==> config.mk <==
export PLATFORM = sky130hd
export DESIGN_NAME = hws_wake
export DESIGN_NICKNAME = d
export VERILOG_FILES = /design/src/core/hws_pkg.sv /design/src/core/hws_wake.sv
export VERILOG_INCLUDE_DIRS = /design/src /design/src/core
export SDC_FILE = /design/constraint.sdc
export NUM_CORES = 1
export LEC_CHECK = 0
export ABC_CLOCK_PERIOD_IN_PS = 3700
export CORE_MARGIN = 2
export CORE_UTILIZATION = 55
export CTS_CLUSTER_DIAMETER = 200
export CTS_CLUSTER_SIZE = 20
export DETAILED_ROUTE_END_ITERATION = 8
export DONT_BUFFER_PORTS = 1
export MAX_ROUTING_LAYER = met4
export PLACE_DENSITY = 0.7
export SLEW_MARGIN = 20
export SYNTH_ARGS = -nofsm -noshare
export SYNTH_HDL_FRONTEND = slang
export SYNTH_SLANG_ARGS = --single-unit
==> constraint.sdc <==
create_clock -name CORE_CLK_IN -period 3.7 [get_ports CORE_CLK_IN]
set_input_delay 1.11 -clock CORE_CLK_IN [delete_from_list [all_inputs] [get_ports CORE_CLK_IN]]
set_output_delay 1.11 -clock CORE_CLK_IN [all_outputs]
set_load 0.1 [all_outputs]
==> src/core/hws_consts.svh <==
// Purpose: timing counts and reset values for the host wake-out block
// Assumes: core clock of 40 MHz
// Notes: every count derived from a time in its own unit
`ifndef HWS_CONSTS_SVH
`define HWS_CONSTS_SVH
`define HWS_CLK_HZ 40000000
`define HWS_TICK_MS 1
`define HWS_MS_CYCLES ((`HWS_CLK_HZ / 1000) * `HWS_TICK_MS)
`define HWS_MS_PER_S 1000
`define HWS_MS_CNT_W 16
`define HWS_S_CNT_W 10
`define HWS_SET_W 8
`define HWS_DELAY_OFF 8'h00
`define HWS_WAKE_RST 1'b1
`endif

==> src/core/hws_pkg.sv <==
// Purpose: types for the host wake-out block
// Assumes: nothing
// Notes: state codes written out
package hws_pkg;
	typedef enum logic [1:0]
	{
		HWS_IDLE = 2'b00,
		HWS_DELAY = 2'b01,
		HWS_SEND = 2'b10,
		HWS_HOLD = 2'b11
	} hws_state_e;
endpackage

==> src/core/hws_wake.sv <==
// Purpose: wake-out handshake toward a sleeping host
// Assumes: send request and serial activity come from core-clock logic
// Notes: settings are plain inputs, there is no register bus
`timescale 1ns/10ps
`include "hws_consts.svh"
module hws_wake
(
	// clock and reset
	input wire logic CORE_CLK_IN,
	input wire logic RST_IN,
	// settings
	input wire logic [`HWS_SET_W-1:0] WAKE_DELAY_MS_SETTING_IN,
	input wire logic [`HWS_SET_W-1:0] MIN_WAKE_DURATION_SETTING_IN,
	// serial side
	input wire logic TX_PENDING_IN,
	input wire logic BYTE_DONE_IN,
	input wire logic RX_BYTE_IN,
	input wire logic FLOW_OK_IN,
	// outputs
	output logic WAKE_OUT_N_OUT,
	output logic TX_ALLOW_OUT,
	output logic WINDOW_OPEN_OUT
);
	//--------------------------------------------------------------
	// declarations
	//--------------------------------------------------------------
	hws_pkg::hws_state_e state; // current state
	hws_pkg::hws_state_e next_state; // next state
	logic [`HWS_MS_CNT_W-1:0] ms_pre; // cycles within a ms
	logic [`HWS_S_CNT_W-1:0] s_pre; // ms within a second
	logic [`HWS_SET_W:0] delay_cnt; // ms ticks left, one spare tick
	logic [`HWS_SET_W-1:0] win_cnt; // seconds left of window
	logic ms_tick; // one ms pulse
	logic s_tick; // one s pulse
	wire enabled; // mechanism on
	wire activity; // any serial byte
	wire window; // window still running
	wire delay_done; // delay elapsed
	assign enabled = WAKE_DELAY_MS_SETTING_IN != `HWS_DELAY_OFF;
	assign activity = BYTE_DONE_IN | RX_BYTE_IN;
	assign window = win_cnt != '0;
	assign delay_done = delay_cnt == '0;

	//--------------------------------------------------------------
	// tick generation
	//--------------------------------------------------------------
	wire ms_wrap;
	wire s_wrap;
	assign ms_wrap = ms_pre == `HWS_MS_CNT_W'(`HWS_MS_CYCLES - 1);
	assign s_wrap = s_pre == `HWS_S_CNT_W'(`HWS_MS_PER_S - 1);
	// prescalers for ms and s ticks
	always_ff @(posedge CORE_CLK_IN)
	begin
		if (RST_IN)
		begin
			ms_pre <= '0;
			s_pre <= '0;
			ms_tick <= 1'b0;
			s_tick <= 1'b0;
		end
		else
		begin
			ms_pre <= ms_wrap ? '0 : ms_pre + 1'b1;
			ms_tick <= ms_wrap;
			if (ms_wrap)
				s_pre <= s_wrap ? '0 : s_pre + 1'b1;
			s_tick <= ms_wrap & s_wrap;
		end
	end

	//--------------------------------------------------------------
	// wake window timer
	//--------------------------------------------------------------
	// reload on every byte while enabled, clear while disabled, count seconds down otherwise
	always_ff @(posedge CORE_CLK_IN)
	begin
		if (RST_IN)
			win_cnt <= '0;
		else if (activity & enabled)
			win_cnt <= MIN_WAKE_DURATION_SETTING_IN;
		else if (!enabled)
			win_cnt <= '0;
		else if (s_tick && window)
			win_cnt <= win_cnt - 1'b1;
	end

	//--------------------------------------------------------------
	// delay timer
	//--------------------------------------------------------------
	// loaded on wake assertion, counts ms down
	// one tick above the setting: the free-running ms tick may come
	// right after the load, and the wait must never fall short
	always_ff @(posedge CORE_CLK_IN)
	begin
		if (RST_IN)
			delay_cnt <= '0;
		else if (state == hws_pkg::HWS_IDLE)
			delay_cnt <= {1'b0, WAKE_DELAY_MS_SETTING_IN} + 1'b1;
		else if (ms_tick && !delay_done)
			delay_cnt <= delay_cnt - 1'b1;
	end

	//--------------------------------------------------------------
	// sequence
	//--------------------------------------------------------------
	always_comb
	begin
		next_state = state;
		unique case (state)
			hws_pkg::HWS_IDLE:
				// pending data: wake first, or send directly in window
				if (TX_PENDING_IN && enabled)
					next_state = window ? hws_pkg::HWS_HOLD :
						hws_pkg::HWS_DELAY;
			hws_pkg::HWS_DELAY:
				if (!enabled)
					next_state = hws_pkg::HWS_IDLE;
				else if (delay_done)
					next_state = hws_pkg::HWS_SEND;
			hws_pkg::HWS_SEND:
				// done sending releases the line
				if (!TX_PENDING_IN || !enabled)
					next_state = hws_pkg::HWS_IDLE;
			hws_pkg::HWS_HOLD:
				// in-window send, line stays high
				if (!TX_PENDING_IN || !enabled)
					next_state = hws_pkg::HWS_IDLE;
		endcase
	end

	// state and registered outputs
	wire next_low;
	wire next_allow;
	assign next_low = next_state == hws_pkg::HWS_DELAY ||
		next_state == hws_pkg::HWS_SEND;
	assign next_allow = (next_state == hws_pkg::HWS_SEND ||
		next_state == hws_pkg::HWS_HOLD) && FLOW_OK_IN;
	always_ff @(posedge CORE_CLK_IN)
	begin
		if (RST_IN)
		begin
			state <= hws_pkg::HWS_IDLE;
			WAKE_OUT_N_OUT <= `HWS_WAKE_RST;
			TX_ALLOW_OUT <= 1'b0;
			WINDOW_OPEN_OUT <= 1'b0;
		end
		else
		begin
			state <= next_state;
			WAKE_OUT_N_OUT <= ~next_low;
			TX_ALLOW_OUT <= next_allow;
			WINDOW_OPEN_OUT <= window;
		end
	end

	//--------------------------------------------------------------
	// assertions
	//--------------------------------------------------------------
	// line high one cycle after the mechanism is off
	a_disabled_line_high: assert property (
		@(posedge CORE_CLK_IN) disable iff (RST_IN)
		!enabled |=> WAKE_OUT_N_OUT)
		else $error("wake line low while disabled");
	// no permission to send while the delay runs
	a_no_send_in_delay: assert property (
		@(posedge CORE_CLK_IN) disable iff (RST_IN)
		state == hws_pkg::HWS_DELAY |-> !TX_ALLOW_OUT)
		else $error("send allowed during delay");
	// permission drops one cycle after flow control does
	a_flow_gates_send: assert property (
		@(posedge CORE_CLK_IN) disable iff (RST_IN)
		!FLOW_OK_IN |=> !TX_ALLOW_OUT)
		else $error("send without flow control");
	// line stays low for the whole woken send
	a_low_while_send: assert property (
		@(posedge CORE_CLK_IN) disable iff (RST_IN)
		state == hws_pkg::HWS_SEND |-> !WAKE_OUT_N_OUT)
		else $error("line high while sending");
	// end of pending data frees the line next cycle
	a_release_after_send: assert property (
		@(posedge CORE_CLK_IN) disable iff (RST_IN)
		state == hws_pkg::HWS_SEND && !TX_PENDING_IN |=> WAKE_OUT_N_OUT)
		else $error("line not released");
	// in-window send: line untouched, no delay
	a_window_no_wake: assert property (
		@(posedge CORE_CLK_IN) disable iff (RST_IN)
		state == hws_pkg::HWS_IDLE && window && TX_PENDING_IN && enabled
		|=> WAKE_OUT_N_OUT && TX_ALLOW_OUT == $past(FLOW_OK_IN))
		else $error("wake reasserted in window");
	// every byte while enabled reloads the window to the setting
	a_window_reload: assert property (
		@(posedge CORE_CLK_IN) disable iff (RST_IN)
		activity && enabled
		|=> win_cnt == $past(MIN_WAKE_DURATION_SETTING_IN))
		else $error("window not restarted");
	// idle means the line rests high
	a_idle_line_high: assert property (
		@(posedge CORE_CLK_IN) disable iff (RST_IN)
		state == hws_pkg::HWS_IDLE |-> WAKE_OUT_N_OUT)
		else $error("line low when idle");
	// ms tick is a lone pulse
	a_ms_tick_period: assert property (
		@(posedge CORE_CLK_IN) disable iff (RST_IN)
		ms_tick |=> !ms_tick [*8])
		else $error("ms tick too frequent");

	//--------------------------------------------------------------
	// coverage of the main scenarios
	//--------------------------------------------------------------
	c_wake_send: cover property (@(posedge CORE_CLK_IN)
		state == hws_pkg::HWS_DELAY ##1 state == hws_pkg::HWS_SEND);
	c_window_send: cover property (@(posedge CORE_CLK_IN)
		state == hws_pkg::HWS_HOLD);
	c_flow_stall: cover property (@(posedge CORE_CLK_IN)
		state == hws_pkg::HWS_SEND && !FLOW_OK_IN);
	c_delay_abort: cover property (@(posedge CORE_CLK_IN)
		state == hws_pkg::HWS_DELAY && !enabled);
	c_window_restart: cover property (@(posedge CORE_CLK_IN)
		activity && window);
endmodule // hws_wake

==> metrics.csv, run 1 <==
stage,metric,value,unit
sta,min_period,2.35,ns
power,p_per_area,401,mW/mm²
clocking,post_cts_buffers,0,
global_routing,grt_max_degree,25,
clocking,insertion_delay,0.30,ns
route,route.detailed.drc,0,
layout,final_nets,338,
clocking,tritoncts,done,
hold_path,hp-class,flop to flop,
sta,skew,0.0136,ns
power,ir_drop,0.000239,V
setup_path,endpoint_kind,primary output,
floorplan,die_y,73.1,µm
layout,synthToLayoutAreaGrowth,3.96,%
route,routed_wl,5.11,mm
floorplan,die_w,73.1,µm
global_routing,grt_pass1_wl,8.85,mm
layout,antenna_cells,0,
placed_design,dp_hpwl,3.62,mm
clocking,cts.path.max_buffers,2,
setup_path,required,2.59,ns
logic_synthesis,yosysSeqAreaShare,0.381,
sta,report.final.hold_viol_count,0,
floorplan,io_pins,25,
logic_synthesis,syn_nets,342,
setup_path,reg2reg_slack,1.48,ns
setup_path,cp.arrival,1.24,ns
setup_path,cp_max_fo,1,
sta,rsz0062_at_grt,no,
layout,final_util,0.586,
placed_design,io_buffers,0,
route,top_layer,met4,
route,avgViaCountPerCell,5.96,
global_routing,antenna_found_initial,0,
clocking,cts_sinks,50,
route,dr_total_vias,2174,
sta,setup_viol,0,
sta,max_freq,0.425,GHz
route,dr_wl_met2,2.41,mm
logic_synthesis,ys_types,51,
global_routing,groute.usage.overall,0.214,
floorplan,dieArea,0.00534,mm²
status,status,finished clean,
global_routing,overflow,0,
logic_synthesis,yosysWarnings,0,
logic_synthesis,syn_area,0.00263,mm²
route,ant_nets,0,
layout,drive_gt1_frac,0.0450,
floorplan,core,0.00466,mm²
route,drtIter0Drc,180,
placed_design,place.gp.congestion,0.782,
clocking,cts_resized,0,
sta,relSlewSlack,0.376,
clocking,clkSlewWorstSetupHoldPaths,0.09,ns
sta,setup_tns,0,ns
floorplan,rows,25,
clocking,cts_hold_buf,0,
clocking,clock-root-buffer,clkbuf_8,
route,wl_met3,209,µm
clocking,cts_buffers,5,
route,wl_per_cell,14.0,µm
floorplan,start_util,0.563,
sta,slew_viol_final,0,
sta,setup_slack,1.35,ns
setup_path,crit_path_start_kind,flop,
logic_synthesis,synth_area_per_cell,8.36,µm²
global_routing,grt_pass1_vias,2010,
route,wl_met1,2.44,mm
placed_design,place_ws,1.26,ns
logic_synthesis,ys.flop_type,dfxtp_1,
clocking,htreeDepth,2,
sta,tightest_slew,0.935,ns
logic_synthesis,async_flop_share,0,
route,dr.pass1.iters,4,
sta,period_share,0.636,
logic_synthesis,ys_seq_elements,50,
power,leakage,0.957,nW
setup_path,worstSetupPathType,flop to primary output,
logic_synthesis,synthCells,314,
flow_run,maxCapViolations,0,
layout,nFillCells,426,
logic_synthesis,synth_edf_count,0,
cells by family (layout without fill, tap and decap cells):
group | Yosys count | after routing | share of synthesized area
AO/OA/AOI/OAI | 61 | 61 | 0.159
multiplexers | 3 | 3 | 0.0114
buffers and inverters | 26 | 23 | 0.0424
XOR/XNOR | 28 | 28 | 0.0934
adder cells (fa/ha/maj) | 6 | 6 | 0.0286
AND/OR/NAND/NOR | 140 | 140 | 0.284
flip-flops | 50 | 50 | 0.381
cell usage in the layout, fill, tap and decap left out, types with 3 or more instances in the layout:
cell type,synthesis,routed
and2_1,3,3
a211oi_1,4,4
nand2_1,20,20
a311oi_1,3,3
a31oi_1,5,5
mux2i_1,3,3
o31ai_1,7,7
o21ai_0,12,12
o32ai_1,4,4
nand4_1,8,8
xnor2_1,13,13
inv_1,15,15
xor2_1,15,15
nor4_1,6,6
ha_1,6,6
nand3_1,17,17
nor3_1,7,7
dfxtp_1,50,50
and4_1,4,4
nand3b_1,3,3
o211ai_1,3,3
and3_1,7,7
clkbuf_8,0,6
nor2_1,47,47
a21oi_1,12,12
per-layer routing:
metal	vias to the layer above	track usage
met3	6	0.0497
met5	-	-
met1	995	0.271
met2	44	0.335
li1	1129	-
met4	0	0.0741
power by group:
part           internal, W  switching, W  leakage, nW
Clock             0.000151      0.000172       0.0482
Sequential        0.000565     0.0000547        0.409
Combinational    0.0000706     0.0000813        0.500
per-stage QoR:
stage / total power, W / cells / hold WS, ns / cell area, µm²
2_1_floorplan: 0.000756 / 314 / 0.430 / 2630
5_1_grt: 0.00115 / 365 / 0.496 / 2730
6_report: 0.00109 / 365 / 0.470 / 2730
3_5_place_dp: 0.000782 / 357 / 0.450 / 2640
3_3_place_gp: 0.000780 / 357 / 0.441 / 2640
4_1_cts: 0.00111 / 365 / 0.471 / 2730
state kept, by name, indices dropped and copies added (netlist names):
signal and flops:
TX_ALLOW_OUT 1, WAKE_OUT_N_OUT 1, WINDOW_OPEN_OUT 1, delay_cnt 9
ms_pre 16, ms_tick 1, s_pre 10, s_tick 1
state 2, win_cnt 8
path summary, 6_finish.rpt:
kind / cells past startpoint / start / to
min reg2reg: 1 / ms_pre[0] / ms_pre[0]
max: 0 / WINDOW_OPEN_OUT / WINDOW_OPEN_OUT
max reg2reg: 7 / delay_cnt[0] / delay_cnt[5]
min: 1 / ms_pre[0] / ms_pre[0]
Yosys cell counts (all sizes together) (6+ instances only):
library cell | instances | share of area
a21oi | 12 | 0.023
and3 | 7 | 0.017
buf | 6 | 0.014
dfxtp | 50 | 0.38
ha | 6 | 0.029
inv | 15 | 0.021
nand2 | 20 | 0.029
nand3 | 17 | 0.032
nand4 | 8 | 0.019
nor2 | 47 | 0.067
nor3 | 7 | 0.013
nor4 | 6 | 0.014
o21ai | 12 | 0.023
o31ai | 7 | 0.020
xnor2 | 13 | 0.043
xor2 | 15 | 0.050
cell type report:
type	count	area, µm²	area share
Clock inverter	1	5.00	0.00183
Sequential cell	50	1000	0.367
Tap cell	54	67.6	0.0248
Multi-Input combinational cell	238	1510	0.554
Clock buffer	7	86.3	0.0316
Inverter	15	56.3	0.0206
Power figures use the tool's default switching activity.
==> run 2, diff against run 1 <==
--- a/config.mk
+++ b/config.mk
@@ -6,7 +6,7 @@
 export SDC_FILE = /design/constraint.sdc
 export NUM_CORES = 1
 export LEC_CHECK = 0
-export ABC_CLOCK_PERIOD_IN_PS = 3700
+export ABC_CLOCK_PERIOD_IN_PS = 2100
 export CORE_MARGIN = 2
 export CORE_UTILIZATION = 55
 export CTS_CLUSTER_DIAMETER = 200
@@ -14,7 +14,7 @@
 export DETAILED_ROUTE_END_ITERATION = 8
 export DONT_BUFFER_PORTS = 1
 export MAX_ROUTING_LAYER = met4
-export PLACE_DENSITY = 0.7
+export PLACE_DENSITY = 0.73
 export SLEW_MARGIN = 20
 export SYNTH_ARGS = -nofsm -noshare
 export SYNTH_HDL_FRONTEND = slang
==> constraint.sdc (replaced) <==
create_clock -name CORE_CLK_IN -period 2.1 [get_ports CORE_CLK_IN]
set_input_delay 0.63 -clock CORE_CLK_IN [delete_from_list [all_inputs] [get_ports CORE_CLK_IN]]
set_output_delay 0.63 -clock CORE_CLK_IN [all_outputs]
set_load 0.1 [all_outputs]
==> metrics.csv, run 2 (synthesis results as in run 1) <==
stage,metric,value,unit,change
power,pwr-share-clk,0.292,,-0.003
clocking,cts_resized,0,,unchanged
clocking,clkSlewWorstSetupHoldPaths,0.09,ns,about the same
sta,rsz0062_at_grt,no,,
route,route.detailed.drc,0,,unchanged
clocking,cts.path.max_buffers,2,,unchanged
layout,final_common_cell,dfxtp_1,,
sta,setup_viol,0,,unchanged
hold_path,whs_endpoint,delay_cnt[6],,
global_routing,grt_max_degree,25,,unchanged
floorplan,core,0.00466,mm²,unchanged
status,status,finished clean,,
global_routing,antenna_found_initial,0,,unchanged
power,swShare,0.281,,-0.000699
power,power_frac_seq,0.539,,-0.027
sta,min_period,1.88,ns,
setup_path,crit_path_start_kind,flop,,
setup_path,reg2reg_slack,0.22,ns,-1.26 ns
route,ant_nets,0,,unchanged
route,drtIter0Drc,83,,-54%
sta,report.final.hold_viol_count,0,,unchanged
route,dr_total_vias,2194,,+0.92%
layout,largest_register_ffs,16,,unchanged
power,intPower,0.00141,W,+79%
hold_path,hold_path_depth,1,,unchanged
clocking,cts_sinks,50,,unchanged
flow_run,maxCapViolations,0,,unchanged
power,leakage,1.00,nW,+5.0%
floorplan,die_w,73.1,µm,unchanged
route,dr_wl_met2,2.48,mm,+3.0%
floorplan,start_util,0.563,,unchanged
clocking,htreeDepth,2,,unchanged
floorplan,dieArea,0.00534,mm²,unchanged
placed_design,dp_hpwl,3.78,mm,+4.4%
setup_path,r2r-start,delay_cnt[0],,
sta,relSlewSlack,0.615,,+0.239
setup_path,required,2.33,ns,-0.26 ns
clocking,tritoncts,done,,
sta,skew,0.00840,ns,-0.00524 ns
sta,tightest_slew,0.572,ns,-0.363 ns
setup_path,worstSetupPathType,flop to flop,,
sta,slew_viol_final,0,,unchanged
placed_design,place.gp.congestion,0.863,,+10%
hold_path,min-delay-start,RST_IN,,
setup_path,cp.arrival,2.10,ns,+0.86 ns
power,finalPower,0.00195,W,+79%
setup_path,worstRegToRegCells,8,,+1
power,ir_drop,0.000423,V,+77%
clocking,post_cts_buffers,0,,unchanged
floorplan,io_pins,25,,unchanged
clocking,cts_buffers,5,,unchanged
layout,antenna_cells,0,,unchanged
sta,period_share,0.894,,
global_routing,overflow,0,,unchanged
layout,drive_gt1_frac,0.0750,,+0.0300
clocking,clock-root-buffer,clkbuf_8,,
global_routing,groute.usage.overall,0.213,,-0.00154
floorplan,die_y,73.1,µm,unchanged
sta,setup_tns,0,ns,unchanged
layout,synthToLayoutAreaGrowth,6.72,%,
placed_design,io_buffers,0,,unchanged
route,wl_met3,204,µm,-2.4%
route,wl_met1,2.43,mm,-0.12%
setup_path,endpoint_kind,flop,,
route,wl_per_cell,13.9,µm,-0.82%
setup_path,cp_max_fo,7,,+6
power,p_per_area,698,mW/mm²,+74%
route,routed_wl,5.20,mm,+1.6%
route,dr.pass1.iters,4,,unchanged
global_routing,grt_pass1_vias,2054,,+2.2%
layout,final_cell_mix,"dfxtp_1, nor2_1, nand2_1, nand3_1",,
setup_path,timing.rr.end,delay_cnt[0],,
route,avgViaCountPerCell,5.87,,-1.5%
hold_path,hp-class,input pin to flop,,
clocking,insertion_delay,0.30,ns,about the same
layout,final_nets,347,,+2.7%
floorplan,rows,25,,unchanged
clocking,cts_hold_buf,0,,unchanged
layout,top_register,ms_pre,,
sta,max_freq,0.533,GHz,
power,power_frac_comb,0.169,,+0.030
power,p_sw,0.000549,W,+78%
route,top_layer,met4,,
layout,reg.largest.list,"ms_pre: 16 flops, s_pre: 10 flops, delay_cnt: 9 flops",,
global_routing,grt_pass1_wl,8.87,mm,+0.24%
==> run 2: changes by cell type in the layout (fill, tap and decap cells not counted) <==
cell	change
nor3b_2	+1
buf_4	+9
nor3b_1	-1
==> run 2: worst max-delay path by stage <==
stage	to	startpoint	slack, ns	depth (start not counted)
after floorplan	win_cnt[7]	RX_BYTE_IN	0.23	6
after global placement	win_cnt[7]	WAKE_DELAY_MS_SETTING_IN[5]	0.22	5
after detailed placement	win_cnt[7]	WAKE_DELAY_MS_SETTING_IN[5]	0.17	5
after CTS	delay_cnt[0]	delay_cnt[0]	0.22	8
after global routing	s_pre[9]	ms_pre[0]	0.07	6
final	delay_cnt[0]	delay_cnt[0]	0.22	8
==> run 2: critical path, cell delays in order (launching register included) <==
cell	delay, ns
dfxtp_1	0.36
inv_1	0.08
ha_1	0.25
nor4b_2	0.19
a21boi_1	0.34
buf_4	0.23
xnor2_1	0.11
nor2_1	0.05
a211oi_1	0.21
==> run 2: metrics by stage <==
step           utilization  std cells  area [µm²]  hold slack (ns)  setup slack (ns)
3_3_place_gp         0.580        366        2710            0.444             0.217
6_report             0.601        374        2800            0.383             0.222
5_1_grt              0.601        374        2800            0.375            0.0732
2_1_floorplan            -        314        2630            0.430             0.229
3_5_place_dp         0.580        366        2710            0.451             0.168
4_1_cts              0.600        374        2800            0.380             0.218
==> run 2: area by class of cell <==
| cell class | count | area (µm²) |
|---|---|---|
| Fill cell | 432 | 1860 |
| Multi-Input combinational cell | 238 | 1520 |
| Sequential cell | 50 | 1000 |
| Clock buffer | 7 | 86.3 |
| Timing Repair Buffer | 9 | 67.6 |
| Tap cell | 54 | 67.6 |
| Inverter | 15 | 56.3 |
| Clock inverter | 1 | 5.00 |
==> run 2: power groups by stage <==
| stage | clock network, W | registers, W | logic [W] |
|---|---|---|---|
| final | 0.000571 | 0.00105 | 0.000330 |
| after global routing | 0.000620 | 0.00106 | 0.000368 |
| after CTS | 0.000582 | 0.00105 | 0.000328 |
| after detailed placement | 0 | 0.00107 | 0.000327 |
| after global placement | 0 | 0.00107 | 0.000323 |
| after floorplan | 0 | 0.00109 | 0.000238 |
==> run 2: metal layers <==
metal,global-route usage,up-vias
li1,-,1143
met1,0.250,1012
met2,0.359,30
met3,0.0428,9
met4,0.0741,0
met5,-,-
